$ cat src/include/usic_pkg.sv
// package: register map, field layout and event carriers for the status block
package usic_pkg;
    localparam int ADDR_W = 12;
    // register indices; byte address is four times the index
    localparam logic [9:0] IDX_STATUS = 10'h0BA;
    localparam logic [9:0] IDX_FLAGS = 10'h098;
    localparam logic [9:0] IDX_TXBUF = 10'h099;
    // status register fields
    localparam int B_STAT_EN = 0;
    localparam int B_OVR = 1;
    localparam int B_BRK = 2;
    localparam int B_FRAME_ERR = 3;
    localparam int B_DBSEL = 4;
    localparam int B_SPLIT = 5;
    localparam int B_POS = 6;
    localparam int B_DBUF_EN = 7;
    // flags register fields; B_TXFULL is bit 15 of the transmit buffer register
    localparam int B_RXDONE = 0;
    localparam int B_TXDONE = 1;
    localparam int B_BRKRST = 6;
    localparam int B_TXFULL = 15;
    localparam logic [7:0] STATUS_RST = 8'h00;
    localparam int BREAK_BITS = 11;
    localparam int CNT_W = 4;

    typedef struct packed {
        logic sample_valid;
        logic sample_level;
        logic bit8_seen;
        logic frame_end;
        logic stop_level;
        logic char_done;
    } usic_rx_ev_s;

    typedef struct packed {
        logic busy;
        logic stop_begin;
        logic stop_end;
    } usic_tx_ev_s;

    typedef struct packed {
        logic start;
        logic [8:0] data;
    } usic_tx_cmd_s;
endpackage : usic_pkg

$ cat src/usic_status.sv
// status, error flags, interrupt routing and transmit double buffer
//
// Register access over APB was decided locally.
`timescale 1ns/10ps
module usic_status
    import usic_pkg::*;
(
    input wire logic pclk,
    input wire logic presetn,
    input wire logic psel,
    input wire logic penable,
    input wire logic pwrite,
    input wire logic [ADDR_W-1:0] paddr,
    input wire logic [31:0] pwdata,
    output logic [31:0] prdata,
    output logic pready,
    output logic pslverr,
    input wire usic_rx_ev_s rx_ev,
    input wire usic_tx_ev_s tx_ev,
    output usic_tx_cmd_s tx_cmd,
    output logic rx_hold_idle,
    output logic rx_done_flag,
    output logic irq_rx_req,
    output logic irq_tx_req,
    output logic break_reset
);
    logic status_irq_enable;
    logic overrun_flag;
    logic line_break_flag;
    logic framing_error_flag;
    logic dbuf_tx_irq_select;
    logic split_irq_select;
    logic tx_irq_position;
    logic dbuf_mode_enable;
    logic tx_done_flag;
    logic break_reset_enable;
    logic [CNT_W-1:0] low_count;
    logic [8:0] serial_buffer;
    logic buf_full;
    logic wr_en;
    logic rd_setup;
    logic hit_status;
    logic hit_flags;
    logic hit_txbuf;
    logic mapped;
    logic wr_status;
    logic wr_flags;
    logic wr_txbuf;
    logic break_seen;
    logic ovr_set;
    logic fe_set;
    logic tx_pos_event;
    logic load_now;
    logic load_later;
    logic shifter_busy;
    logic tx_done_set;
    logic err_req;
    logic [7:0] status_rd;
    logic [31:0] next_prdata;

    assign hit_status = paddr[ADDR_W-1:2] == IDX_STATUS;
    assign hit_flags = paddr[ADDR_W-1:2] == IDX_FLAGS;
    assign hit_txbuf = paddr[ADDR_W-1:2] == IDX_TXBUF;
    assign mapped = hit_status | hit_flags | hit_txbuf;
    // zero wait states: read data is captured in the setup cycle
    assign pready = 1'b1;
    assign pslverr = psel & penable & ~mapped;
    assign rd_setup = psel & ~penable & ~pwrite;
    assign wr_en = psel & penable & pwrite & pready;
    assign wr_status = wr_en & hit_status;
    assign wr_flags = wr_en & hit_flags;
    assign wr_txbuf = wr_en & hit_txbuf;

    assign status_rd = {dbuf_mode_enable, tx_irq_position, split_irq_select,
        dbuf_tx_irq_select, framing_error_flag, line_break_flag,
        overrun_flag, status_irq_enable};

    always_comb
    begin
        next_prdata = 32'h0000_0000;
        if (hit_status)
            next_prdata[7:0] = status_rd;
        else if (hit_flags)
        begin
            next_prdata[B_RXDONE] = rx_done_flag;
            next_prdata[B_TXDONE] = tx_done_flag;
            next_prdata[B_BRKRST] = break_reset_enable;
        end
        else if (hit_txbuf)
        begin
            next_prdata[8:0] = serial_buffer;
            next_prdata[B_TXFULL] = buf_full;
        end
    end

    always_ff @(posedge pclk or negedge presetn)
    begin
        if (!presetn)
            prdata <= 32'h0000_0000;
        else if (rd_setup)
            prdata <= next_prdata;
    end

    // control bits of the status register
    always_ff @(posedge pclk or negedge presetn)
    begin
        if (!presetn)
        begin
            status_irq_enable <= STATUS_RST[B_STAT_EN];
            dbuf_tx_irq_select <= STATUS_RST[B_DBSEL];
            split_irq_select <= STATUS_RST[B_SPLIT];
            tx_irq_position <= STATUS_RST[B_POS];
            dbuf_mode_enable <= STATUS_RST[B_DBUF_EN];
        end
        else if (wr_status)
        begin
            status_irq_enable <= pwdata[B_STAT_EN];
            dbuf_tx_irq_select <= pwdata[B_DBSEL];
            split_irq_select <= pwdata[B_SPLIT];
            tx_irq_position <= pwdata[B_POS];
            dbuf_mode_enable <= pwdata[B_DBUF_EN];
        end
    end

    // break detection on per-bit samples from the receiver
    assign break_seen = rx_ev.sample_valid & ~rx_ev.sample_level &
        (low_count == CNT_W'(BREAK_BITS - 1));

    always_ff @(posedge pclk or negedge presetn)
    begin
        if (!presetn)
            low_count <= '0;
        else if (rx_ev.sample_valid)
        begin
            if (rx_ev.sample_level)
                low_count <= '0;
            // parks one past the trigger: a long low run breaks once
            else if (low_count != CNT_W'(BREAK_BITS))
                low_count <= low_count + 1'b1;
        end
    end

    // receiver held idle after a break until a high (stop) sample
    always_ff @(posedge pclk or negedge presetn)
    begin
        if (!presetn)
            rx_hold_idle <= 1'b0;
        else if (break_seen)
            rx_hold_idle <= 1'b1;
        else if (rx_ev.sample_valid & rx_ev.sample_level)
            rx_hold_idle <= 1'b0;
    end

    always_ff @(posedge pclk or negedge presetn)
    begin
        if (!presetn)
            break_reset <= 1'b0;
        else
            break_reset <= break_seen & break_reset_enable;
    end

    assign ovr_set = rx_ev.bit8_seen & rx_done_flag;
    assign fe_set = (rx_ev.frame_end & ~rx_ev.stop_level) | break_seen;

    // error flags: only software clears, by writing 0; set wins
    always_ff @(posedge pclk or negedge presetn)
    begin
        if (!presetn)
            overrun_flag <= 1'b0;
        else if (ovr_set)
            overrun_flag <= 1'b1;
        else if (wr_status & ~pwdata[B_OVR])
            overrun_flag <= 1'b0;
    end

    always_ff @(posedge pclk or negedge presetn)
    begin
        if (!presetn)
            line_break_flag <= 1'b0;
        else if (break_seen)
            line_break_flag <= 1'b1;
        else if (wr_status & ~pwdata[B_BRK])
            line_break_flag <= 1'b0;
    end

    always_ff @(posedge pclk or negedge presetn)
    begin
        if (!presetn)
            framing_error_flag <= 1'b0;
        else if (fe_set)
            framing_error_flag <= 1'b1;
        else if (wr_status & ~pwdata[B_FRAME_ERR])
            framing_error_flag <= 1'b0;
    end

    always_ff @(posedge pclk or negedge presetn)
    begin
        if (!presetn)
            break_reset_enable <= 1'b0;
        else if (wr_flags)
            break_reset_enable <= pwdata[B_BRKRST];
    end

    always_ff @(posedge pclk or negedge presetn)
    begin
        if (!presetn)
            rx_done_flag <= 1'b0;
        else if (rx_ev.char_done)
            rx_done_flag <= 1'b1;
        else if (wr_flags & ~pwdata[B_RXDONE])
            rx_done_flag <= 1'b0;
    end

    // transmit path: one holding buffer in front of the shifter
    assign tx_pos_event = tx_irq_position ? tx_ev.stop_end
                                          : tx_ev.stop_begin;
    // a start the shifter has not seen yet still counts as busy
    assign shifter_busy = tx_ev.busy | tx_cmd.start;
    // idle shifter: load at once, whatever the mode
    assign load_now = wr_txbuf & ~buf_full & ~shifter_busy;
    // pending char follows the current one after its stop bit
    assign load_later = buf_full & tx_ev.stop_end;

    always_comb
    begin
        if (dbuf_mode_enable)
        begin
            // irq per write: at once when empty, else at the position; dbuf_tx_irq_select adds one at the position once empty
            tx_done_set = load_now | (tx_pos_event & buf_full);
            if (tx_pos_event & ~buf_full & dbuf_tx_irq_select)
                tx_done_set = 1'b1;
        end
        else
        begin
            // one irq per character at the position; may leave a gap
            tx_done_set = tx_pos_event;
        end
    end

    always_ff @(posedge pclk or negedge presetn)
    begin
        if (!presetn)
            tx_done_flag <= 1'b0;
        else if (tx_done_set)
            tx_done_flag <= 1'b1;
        else if (wr_flags & ~pwdata[B_TXDONE])
            tx_done_flag <= 1'b0;
    end

    // a write while the buffer is full is dropped
    always_ff @(posedge pclk or negedge presetn)
    begin
        if (!presetn)
        begin
            serial_buffer <= 9'h000;
            buf_full <= 1'b0;
        end
        else if (wr_txbuf & ~buf_full & shifter_busy)
        begin
            serial_buffer <= pwdata[8:0];
            buf_full <= 1'b1;
        end
        else if (load_later)
            buf_full <= 1'b0;
    end

    always_ff @(posedge pclk or negedge presetn)
    begin
        if (!presetn)
            tx_cmd <= '0;
        else if (load_now)
        begin
            tx_cmd.start <= 1'b1;
            tx_cmd.data <= pwdata[8:0];
        end
        else if (load_later)
        begin
            tx_cmd.start <= 1'b1;
            tx_cmd.data <= serial_buffer;
        end
        else
            tx_cmd.start <= 1'b0;
    end

    // interrupt routing
    assign err_req = status_irq_enable &
        (framing_error_flag | line_break_flag | overrun_flag);

    always_ff @(posedge pclk or negedge presetn)
    begin
        if (!presetn)
        begin
            irq_rx_req <= 1'b0;
            irq_tx_req <= 1'b0;
        end
        else if (split_irq_select)
        begin
            irq_rx_req <= rx_done_flag | err_req;
            irq_tx_req <= tx_done_flag;
        end
        else
        begin
            // combined vector rides on the receive line
            irq_rx_req <= rx_done_flag | tx_done_flag | err_req;
            irq_tx_req <= 1'b0;
        end
    end
endmodule : usic_status

$ cat config.mk
export PLATFORM = sky130hd
export DESIGN_NAME = usic_status
export DESIGN_NICKNAME = d
export VERILOG_FILES = /design/src/include/usic_pkg.sv /design/src/usic_status.sv
export SDC_FILE = /design/constraint.sdc
export NUM_CORES = 1
export LEC_CHECK = 0
export BUFFER_PORTS_ARGS = -buffer_cell sky130_fd_sc_hd__buf_2
export CORE_MARGIN = 4
export CORE_UTILIZATION = 51
export CTS_BUF_LIST = sky130_fd_sc_hd__clkbuf_16
export DETAILED_ROUTE_END_ITERATION = 16
export HOLD_SLACK_MARGIN = 0.06
export PLACE_DENSITY = 0.86
export SYNTH_ARGS = -nofsm -noshare
export SYNTH_HDL_FRONTEND = slang
export SYNTH_SLANG_ARGS = --single-unit
export TNS_END_PERCENT = 30
$ cat constraint.sdc
create_clock -name pclk -period 4.42 [get_ports pclk]
set_input_delay 0.884 -clock pclk [delete_from_list [all_inputs] [get_ports pclk]]
set_output_delay 0.884 -clock pclk [all_outputs]
set_load 0.05 [all_outputs]
## Word-level counts from Yosys, hierarchy flattened

Index checks and enable logic that the tools add are counted.

- Register bits: 49
- Latch bits: 0
- Bits in writable memories: 0
- Memory bits (read-only): 0
- Bits of input ports: 58
- Output and inout bits: 49
- Word-level logic and storage cells: 119
- Memories: 0

- Add/sub/neg operators: 1
- Multiply operators: 0
- Divide/modulo/power cells: 0
- Order comparisons: 0
- Equality and inequality tests: 5
- Shift operators: 0
- Multiplexer cells: 34
- Bitwise logic cells: 48
- Reductions and logical operators: 10

Operator list:

| operator | count |
|---|---|
| 10-bit by 8-bit equality test with 1-bit output (second input constant) | 3 |
| 1-bit bitwise AND | 27 |
| 1-bit two-way mux | 25 |
| 9-bit two-way mux | 2 |
| 2-bit nonzero test | 9 |
| 4-bit two-way mux | 3 |
| 1-bit inverter | 11 |
| 10-bit two-way mux | 1 |
| 1-bit bitwise OR | 10 |
| 8-bit two-way mux | 1 |
| 4-bit by 1-bit adder with 4-bit output (second input constant) | 1 |
| 4-bit equality test (second input constant) | 1 |
| 2-bit two-way mux | 2 |
| 4-bit inequality test (second input constant) | 1 |
| 2-bit AND reduction | 1 |

## Depth between registers and ports, before layout

Gate-level depths: netlist (run 1).

- Depth in word-level cells: 9
- Mapped depth: 6
- Depth with buffers taken out: 5

## Least setup slack after synthesis (run 1)

OpenSTA, ideal clock, no wires.

- Path type: input to output
- Start: in paddr[6]
- End: out pslverr
- Arrival time: 1735 ps
- Required time: 3536 ps
- Path slack: 1801 ps
- Cell stages on the path: 4
- Path through: and3b_1 -> clkbuf_1 -> o211ai_1 -> and3_1

- Longest elaborated chain between the ends: 5
- Elaborated cells between the ends (all ways): 7

Ends and longest elaborated chain:

| what | line | source |
|---|---|---|
| from (decl) | usic_status.sv:13 | `input wire logic [ADDR_W-1:0] paddr,` |
| 10-bit by 8-bit equality test with 1-bit output (on tied branches) | usic_status.sv:61, usic_status.sv:62 |  |
| 1-bit bitwise OR | usic_status.sv:64 | `assign mapped = hit_status \| hit_flags \| hit_txbuf;` |
| 1-bit bitwise OR * | usic_status.sv:64 |  |
| 1-bit inverter * | usic_status.sv:67 | `assign pslverr = psel & penable & ~mapped;` |
| 1-bit bitwise AND * | usic_status.sv:67 |  |
| to (decl) | usic_status.sv:17 | `output logic pslverr,` |

Mark *: on every way between the ends. The rest lies on a longest branch, timed or not.

## Worst setup path in the final report (run 1)

- Start: in paddr[4]
- End: out pslverr

Same word-level chain as after synthesis.

==> qor.yml, run 1 <==
cts.sinks: 49
placed_cells: 332
cts_made_buffers: 5
firstDrtPassIters: 4
grt_pass1_vias: 1798
crit_arrival_ps: 1950
grt_max_degree: 50
startpoint: "paddr[4]"
rsz0062_at_grt: "no"
drt_wl_total_um: 5400
num_antenna_cells: 0
pwr-share-comb_pct: 13.0
avgSynthCellArea_um2: 11.7
intPower_uw: 698
htreeDepth: 2
die_y_um: 77.8
hold_buffers: 0
io_pins: 107
clock.fmax_ghz: 0.353
antenna_found_initial: 0
yosys.area.top_type: "dfrtp_1"
clock_latency_ps: 280
seq_area_frac_synth_pct: 49.4
syn_area_um2: 2480
num_rows: 25
io_buffers: 58
fillers: 389
required_ps: 3540
cts_resized: 0
clkPwrFrac_pct: 37.0
power_density_nw_per_um2: 331
holdCritStartpoint: "prdata[1]$_DFFE_PN0P_"
synth_area_leaders: "dfrtp_1, mux2_2, buf_4"
synth_edf_count: 0
power.leakage_nw: 1.55
maxCapViolCount: 0
clock-root-buffer: "clkbuf_16"
finalPower_uw: 951
dieArea_um2: 6050
core_area_um2: 4720
status: "complete, no violations"
synth_cells: 213
synth_flop_cell: "dfrtp_1"
setup_violations: 0
tns_ps: 0
grt_pass1_wl_um: 9050
ys_ff_latch: 49
synth_top_area_share_pct: 49.4
path_clk_slew_ps: 60
max_slew_margin_pct: 28.2
routabilityCongestion: 0.811
rr_startpoint: "buf_full$_DFFE_PN0P_"
avgRoutedWirePerCell_um: 15.9
tightest_slew_ps: 1080
detailedRoute.firstIterationViolations: 104
switchingPower_uw: 253
final_cells: 339
grt_overflow: 0
drive_gt1_share_pct: 37.5
crit_fanout: 6
cts_tree: "done"
fin_crit_sh_pct: 64.1
pwr-share-seq_pct: 50.0
nets: 332
initial_utilization_pct: 52.6
drc: 0
crit_path_end_kind: "primary output"
track_usage_pct: 19.1
viasPerCell: 5.26
vias: 1783
finalMaxSlewViolations: 0
antenna_left: 0
clk_path_buf_depth: 2
synthArstFlopShare_pct: 100
area_growth_pct: 15.7
ys_warn_count: 0
worstSetupPathType: "in -> out"
peakVddDrop_mv: 0.231
die_w_um: 77.8
postCtsSetupRepairBufs: 0
hpwlAfterDp_um: 3940
cp-start-kind: "input pin"
fin_worst_skew_ps: 4.31
synth_cell_types: 40
worstHoldPathType: "reg -> reg"
hold_violations: 0
fin_crit_ps: 2840
swShare_pct: 26.6
## power groups by stage
| stage | Combinational, mW | Sequential [mW] | Clock [mW] |
|---|---|---|---|
| after global routing | 0.136 | 0.478 | 0.384 |
| after CTS | 0.124 | 0.476 | 0.362 |
| final | 0.124 | 0.476 | 0.352 |
| after floorplan | 0.0984 | 0.482 | 0 |
| after global placement | 0.119 | 0.482 | 0 |
| after detailed placement | 0.124 | 0.483 | 0 |
## placed cells by master (no fill, tap or decap), types with 2 or more instances in the layout
| cell type | count |
|---|---|
| nand4_1 | 3 |
| and3_1 | 2 |
| a22o_1 | 5 |
| a21oi_1 | 5 |
| clkbuf_16 | 5 |
| nor3b_1 | 2 |
| nand2b_1 | 4 |
| o21ai_0 | 5 |
| nor2_1 | 10 |
| dfrtp_1 | 49 |
| nand3_1 | 3 |
| a22oi_1 | 2 |
| o31ai_1 | 6 |
| a2bb2oi_1 | 3 |
| mux2_4 | 8 |
| o22ai_1 | 4 |
| conb_1 | 23 |
| nand2_1 | 14 |
| and3b_1 | 2 |
| inv_1 | 9 |
| and2_1 | 2 |
| ha_1 | 2 |
| a21o_1 | 4 |
| o211ai_1 | 2 |
| mux2_2 | 26 |
| buf_2 | 58 |
## critical path, cell delays in order
cell      delay [ps]
buf_2            110
nor4b_4          410
o211ai_1         140
and3_1           200
buf_2            200
## layer usage
layer	GRT usage (%)	up-vias	routed length, um
met5	0	-	0
met4	5.34	0	33
met3	5.68	4	416
met2	30.6	72	2650
met1	25.0	867	2290
li1	-	840	-
## cell usage after synthesis, types with 3 or more instances
library cell,instances
inv_1,8
mux2_4,8
a22o_1,5
clkbuf_1,3
nand2b_1,4
a21oi_1,5
buf_4,23
nand2_1,14
a2bb2oi_1,3
a21o_1,4
o21ai_0,5
o22ai_1,4
nor2_1,10
nand4_1,3
o31ai_1,6
dfrtp_1,49
mux2_2,26
nand3_1,3
## path summary, 6_finish.rpt
kind / to / slack [ps] / depth (start not counted)
max: pslverr / 1580 / 5
max in group asynchronous: dbuf_mode_enable$_DFFE_PN0N_ / 2950 / 1
min: prdata[1]$_DFFE_PN0P_ / 490 / 2
min in group asynchronous: tx_cmd[8]$_DFFE_PN0P_ / 800 / 1
min reg2reg: prdata[1]$_DFFE_PN0P_ / 490 / 2
max reg2reg: serial_buffer[7]$_DFFE_PN0P_ / 2560 / 4
## layout make-up
| class | count | area [um^2] | area share (%) |
|---|---|---|---|
| well taps | 67 | 83.8 | 2.92 |
| repair buffers | 58 | 290 | 10.1 |
| inverters | 8 | 30.0 | 1.05 |
| multi-input cells | 150 | 1110 | 38.6 |
| clock buffers | 5 | 125 | 4.36 |
| clock inverters | 2 | 7.51 | 0.261 |
| flip-flops and latches | 49 | 1230 | 42.7 |
## metrics by stage
stage / setup WS, ps / cell area (um^2) / util [%] / hold slack, ps
final: 1580 / 2870 / 60.8 / 488
after global routing: 1500 / 2870 / 60.8 / 518
after CTS: 1580 / 2870 / 60.8 / 489
after detailed placement: 1580 / 2740 / 58.0 / 471
after global placement: 1620 / 2740 / 58.0 / 458
after floorplan: 1800 / 2560 / - / 465
## state kept, by name, summed over array words and instances (netlist names)
register	flops
break_reset	1
buf_full	1
irq_tx_req	1
irq_rx_req	1
break_reset_enable	1
rx_hold_idle	1
dbuf_tx_irq_select	1
prdata	10
tx_irq_position	1
tx_done_flag	1
low_count	4
rx_done_flag	1
framing_error_flag	1
split_irq_select	1
serial_buffer	9
tx_cmd	10
line_break_flag	1
dbuf_mode_enable	1
overrun_flag	1
status_irq_enable	1
## cell families after synthesis
| logic type | count (synthesis) | share of synthesized area [%] |
|---|---|---|
| AOI/OAI and AO/OA | 38 | 10.8 |
| adders and majority gates | 2 | 1.01 |
| buffers and inverters | 35 | 9.07 |
| DFF | 49 | 49.4 |
| muxes | 35 | 17.0 |
| other | 2 | 0.303 |
| and+or+nand+nor | 52 | 12.3 |
Note: power is estimated with default switching activity, not from simulation.
==> run 2: changes to the inputs <==
Settings changed: CORE_UTILIZATION 51 to 47, PLACE_DENSITY 0.86 to 0.8.
Clock period 4.42 ns to 2.9 ns, I/O delays scaled along.
==> run 2 against run 1 <==
  * Largest cell class unchanged
  * Die area up 7.6%
  * Register-to-register slack worse by 1500 ps
  * Count of clock-buffer cells in the layout unchanged
  * Core utilization down 4.3 points
  * Largest power group unchanged
  * Clock skew about the same
  * Via count up 0.62%
  * Sequential power up 52%
  * Final area up 0.52%
==> qor.yml, run 2 (synthesized netlist as in run 1, its figures left out) <==
clock_latency_ps: 280
rsz0062_at_grt: "no"
required_ps: 2320
detailedRoute.firstIterationViolations: 77
htreeDepth: 2
num_rows: 26
pwr-share-comb_pct: 12.9
reg2reg_depth: 4
fin_worst_skew_ps: 4.34
clk_path_buf_depth: 2
setup_violations: 0
avgRoutedWirePerCell_um: 15.5
crit_fanout: 6
cts_tree: "done"
crit_path_end_kind: "primary output"
rr_startpoint: "buf_full$_DFFE_PN0P_"
pwr-share-seq_pct: 49.9
routabilityCongestion: 0.817
drc: 0
crit_chain: "buf_2, nor4b_4, o211ai_1, and3_1, buf_2"
die_y_um: 80.7
cts.sinks: 49
grt_pass1_vias: 1767
dieArea_um2: 6510
vias: 1794
area_growth_pct: 16.3
cts_resized: 0
power_density_nw_per_um2: 502
clock-root-buffer: "clkbuf_16"
hold_violations: 0
grt_max_degree: 27
final_common_cell: "buf_2"
final_util_pct: 56.5
peakVddDrop_mv: 0.425
power.leakage_nw: 1.56
maxCapViolCount: 0
die_w_um: 80.7
worstSetupPathType: "in -> out"
final_cells: 344
postCtsSetupRepairBufs: 0
hold_buffers: 0
reg.largest.list: "prdata (10), tx_cmd (10), serial_buffer (9)"
max_slew_margin_pct: 60.8
nets: 333
viasPerCell: 5.22
hpwlAfterDp_um: 3940
antenna_found_initial: 0
grt_pass1_wl_um: 8380
drt_wl_total_um: 5330
fin_crit_ps: 2200
cts_made_buffers: 5
design_area_um2: 2890
num_antenna_cells: 0
r2r_slack_ps: 1080
io_buffers: 58
status: "complete, no violations"
swShare_pct: 26.4
core_area_um2: 5110
placed_area_um2: 2750
track_usage_pct: 17.0
clock.fmax_ghz: 0.454
finalMaxSlewViolations: 0
grt_overflow: 0
switchingPower_uw: 383
worstHoldPathType: "in -> async"
tightest_slew_ps: 587
firstDrtPassIters: 4
tns_ps: 0
critPathMaxStageDelay_ps: 390
fin_crit_sh_pct: 75.9
path_clk_slew_ps: 60
r2r_end: "serial_buffer[5]$_DFFE_PN0P_"
crit_arrival_ps: 1620
initial_utilization_pct: 48.6
finalPower_mw: 1.45
cpMaxStageDelayCell: "nor4b_4"
clkPwrFrac_pct: 37.2
drive_gt1_share_pct: 37.6
antenna_left: 0
layout_common_cells: "buf_2, dfrtp_1, mux2_2"
cp-start-kind: "input pin"
placed_cells: 336
cp_common_cell: "buf_2"
io_pins: 107
intPower_mw: 1.07
## run 2: changes by cell type in the layout (fill, tap and decap cells not counted), sizes merged
cell    change
buf         +1
inv         +2
clkinv      -1
## run 2: per-layer routing
layer  share of wire [%]  vias to the layer above  track usage (%)
li1                    -                      831                -
met5                   0                        -                0
met2                  50                       64             28.9
met1                  41                      890             21.2
met3                 8.2                        9             4.60
met4                 1.5                        0             5.07
## run 2: power by group through the flow
stage	Clock, mW	Sequential (mW)	Combinational (mW)
after floorplan	0	0.735	0.150
after global placement	0	0.734	0.182
after detailed placement	0	0.735	0.187
after CTS	0.554	0.722	0.188
after global routing	0.575	0.725	0.206
final	0.540	0.723	0.187
## run 2: final cells by class
| type | instances | area, um^2 |
|---|---|---|
| Clock buffer | 5 | 125 |
| Clock inverter | 3 | 11.3 |
| Fill cell | 447 | 2220 |
| Inverter | 8 | 30.0 |
| Multi-Input combinational cell | 150 | 1110 |
| Sequential cell | 49 | 1230 |
| Tap cell | 70 | 87.6 |
| Timing Repair Buffer | 59 | 298 |
## run 2: worst max path at each step
| stage | slack (ps) | end | start | cells after the start |
|---|---|---|---|---|
| 2_1_floorplan | 880 | tx_cmd[0]$_DFFE_PN0P_ | paddr[4] | 5 |
| 3_3_place_gp | 570 | serial_buffer[8]$_DFFE_PN0P_ | paddr[4] | 5 |
| 3_5_place_dp | 560 | serial_buffer[3]$_DFFE_PN0P_ | paddr[4] | 5 |
| 4_1_cts | 690 | pslverr | paddr[4] | 5 |
| 5_1_grt | 580 | pslverr | paddr[4] | 5 |
| 6_report | 700 | pslverr | paddr[4] | 5 |
## run 2: through the flow
step           hold slack [ps]  setup slack (ps)
3_5_place_dp               473               561
2_1_floorplan              284               884
3_3_place_gp               456               573
5_1_grt                    326               578
6_report                   281               698
4_1_cts                    301               687
## run 2: critical path, delay by kind of cell
family / cells / cell delay (ps)
AOI/OAI and AO/OA: 1 / 140
and+or+nand+nor: 2 / 590
buffers and inverters: 2 / 310
==> run 3: changes to the inputs <==
Clock period 2.9 ns to 2.2 ns, I/O delays scaled along.
==> run 3 against run 2 <==
  * Critical path depth increased by 1
  * First-iteration DRC count increased by 53%
  * Count of clock-buffer cells in the layout unchanged
  * Total power increased by 33%
  * Wire length increased by 0.49%
  * Worst hold slack got worse by 140 ps
  * Core utilization increased by 0.86 points
  * Sequential share of layout area decreased by 0.63 points
  * Final cell count increased by 1.2%
  * Final area increased by 1.5%
  * Via count decreased by 1.3%
  * Non-clock buffer count increased by 4
  * Critical endpoint unchanged
  * Largest power group unchanged
  * Highest routed layer unchanged
==> qor.yml, run 3 (synthesized netlist as in run 1, its figures left out) <==
status: "complete, no violations"
drive_gt1_share_pct: 38.8
die_y_um: 80.7
clkPwrFrac_pct: 37.6
track_usage_pct: 17.2
crit_path_end_kind: "primary output"
num_rows: 26
placed_cells: 340
reg.largest.list: "prdata (10), tx_cmd (10), serial_buffer (9)"
initial_utilization_pct: 48.6
clock-root-buffer: "clkbuf_16"
nets: 337
vias: 1771
fin_worst_skew_ps: 2.18
cp_common_cell: "buf_2"
core_area_um2: 5110
antenna_found_initial: 0
pwr-share-comb_pct: 13.0
rsz0062_at_grt: "no"
required_ps: 1760
antenna_left: 0
cts_tree: "done"
grt_max_degree: 26
io_buffers: 58
hold_buffers: 0
clk_path_buf_depth: 2
fin_crit_ps: 1940
critPathTopFamily: "buffers and inverters"
num_antenna_cells: 0
max_slew_margin_pct: 61.8
avgRoutedWirePerCell_um: 15.4
pwr-share-seq_pct: 49.4
die_w_um: 80.7
worst-path-buf-inv: 3
crit_chain: "buf_2, nor4b_4, buf_4, o211ai_1, and3_1, buf_2"
io_pins: 107
cts.sinks: 49
critPathMaxStageDelay_ps: 300
power_density_nw_per_um2: 657
setup_violations: 0
swShare_pct: 26.7
grt_pass1_vias: 1740
cts_resized: 0
r2r_end: "tx_cmd[6]$_DFFE_PN0P_"
maxCapViolCount: 0
cpMaxStageDelayCell: "nor4b_4"
crit_arrival_ps: 1500
path_clk_slew_ps: 60
peakVddDrop_mv: 0.521
clock.fmax_ghz: 0.516
cts_made_buffers: 5
tns_ps: 0
drc: 0
layout_common_cells: "buf_2, dfrtp_1, mux2_2"
switchingPower_uw: 515
tightest_slew_ps: 574
routabilityCongestion: 0.830
viasPerCell: 5.09
detailedRoute.firstIterationViolations: 118
finalMaxSlewViolations: 0
reg2reg_depth: 4
grt_overflow: 0
htreeDepth: 2
postCtsSetupRepairBufs: 0
dieArea_um2: 6510
final_cells: 348
hpwlAfterDp_um: 3950
cp-start-kind: "input pin"
final_common_cell: "buf_2"
clock_latency_ps: 290
drt_wl_total_um: 5350
firstDrtPassIters: 4
power.leakage_nw: 1.58
crit_fanout: 5
area_growth_pct: 18.1
hold_violations: 0
intPower_mw: 1.41
worstSetupPathType: "in -> out"
fin_crit_sh_pct: 88.1
grt_pass1_wl_um: 8390
worstHoldPathType: "in -> async"
r2r_slack_ps: 450
rr_startpoint: "buf_full$_DFFE_PN0P_"
## run 3: cell types whose count changed in the layout (fill, tap and decap cells not counted), sizes merged
cell,before,now
inv,11,8
clkinv,0,3
buf,59,63
## run 3: worst max path at each step
| stage | start | end | slack, ps | cells past startpoint |
|---|---|---|---|---|
| floorplan | paddr[4] | tx_cmd[0]$_DFFE_PN0P_ | 320 | 5 |
| global placement | paddr[4] | tx_cmd[3]$_DFFE_PN0P_ | 210 | 5 |
| detailed placement | paddr[4] | tx_cmd[1]$_DFFE_PN0P_ | 190 | 5 |
| CTS | paddr[4] | pslverr | 260 | 6 |
| global route | paddr[4] | pslverr | 180 | 6 |
| finish | paddr[4] | pslverr | 260 | 6 |
## run 3: final cells by class
class                           count  area, um^2
Tap cell                           70        87.6
Sequential cell                    49        1230
Timing Repair Buffer               63         340
Fill cell                         435        2180
Clock inverter                      3        12.5
Inverter                            8        30.0
Clock buffer                        5         125
Multi-Input combinational cell    150        1110
## run 3: metal layers
metal / track usage, % / up-vias / share of wire [%]
met2: 28.0 / 54 / 48
met3: 4.48 / 6 / 6.5
met1: 22.7 / 865 / 45
met5: 0 / - / 0
met4: 4.56 / 0 / 1.1
li1: - / 846 / -
## run 3: worst reg2reg max path: stages (launching register included)
cell     delay (ps)
dfrtp_1         420
and4b_1         260
nand4_1         150
or3_4           490
mux2_4          330
## run 3: through the flow
stage	power, mW	instance area (um^2)	setup slack [ps]	hold WS, ps	util [%]
4_1_cts	1.94	2930	256	166	57.4
2_1_floorplan	1.17	2560	324	144	-
6_report	1.93	2930	263	146	57.4
3_3_place_gp	1.21	2790	214	456	54.7
5_1_grt	2.02	2930	179	194	57.4
3_5_place_dp	1.22	2790	192	477	54.7
## run 3: power groups by stage
stage               combinational (mW)  sequential (mW)  clock (mW)
floorplan                        0.198            0.969           0
global placement                 0.245            0.967           0
detailed placement               0.251            0.969           0
CTS                              0.252            0.952       0.741
global route                     0.275            0.956       0.785
finish                           0.251            0.952       0.724
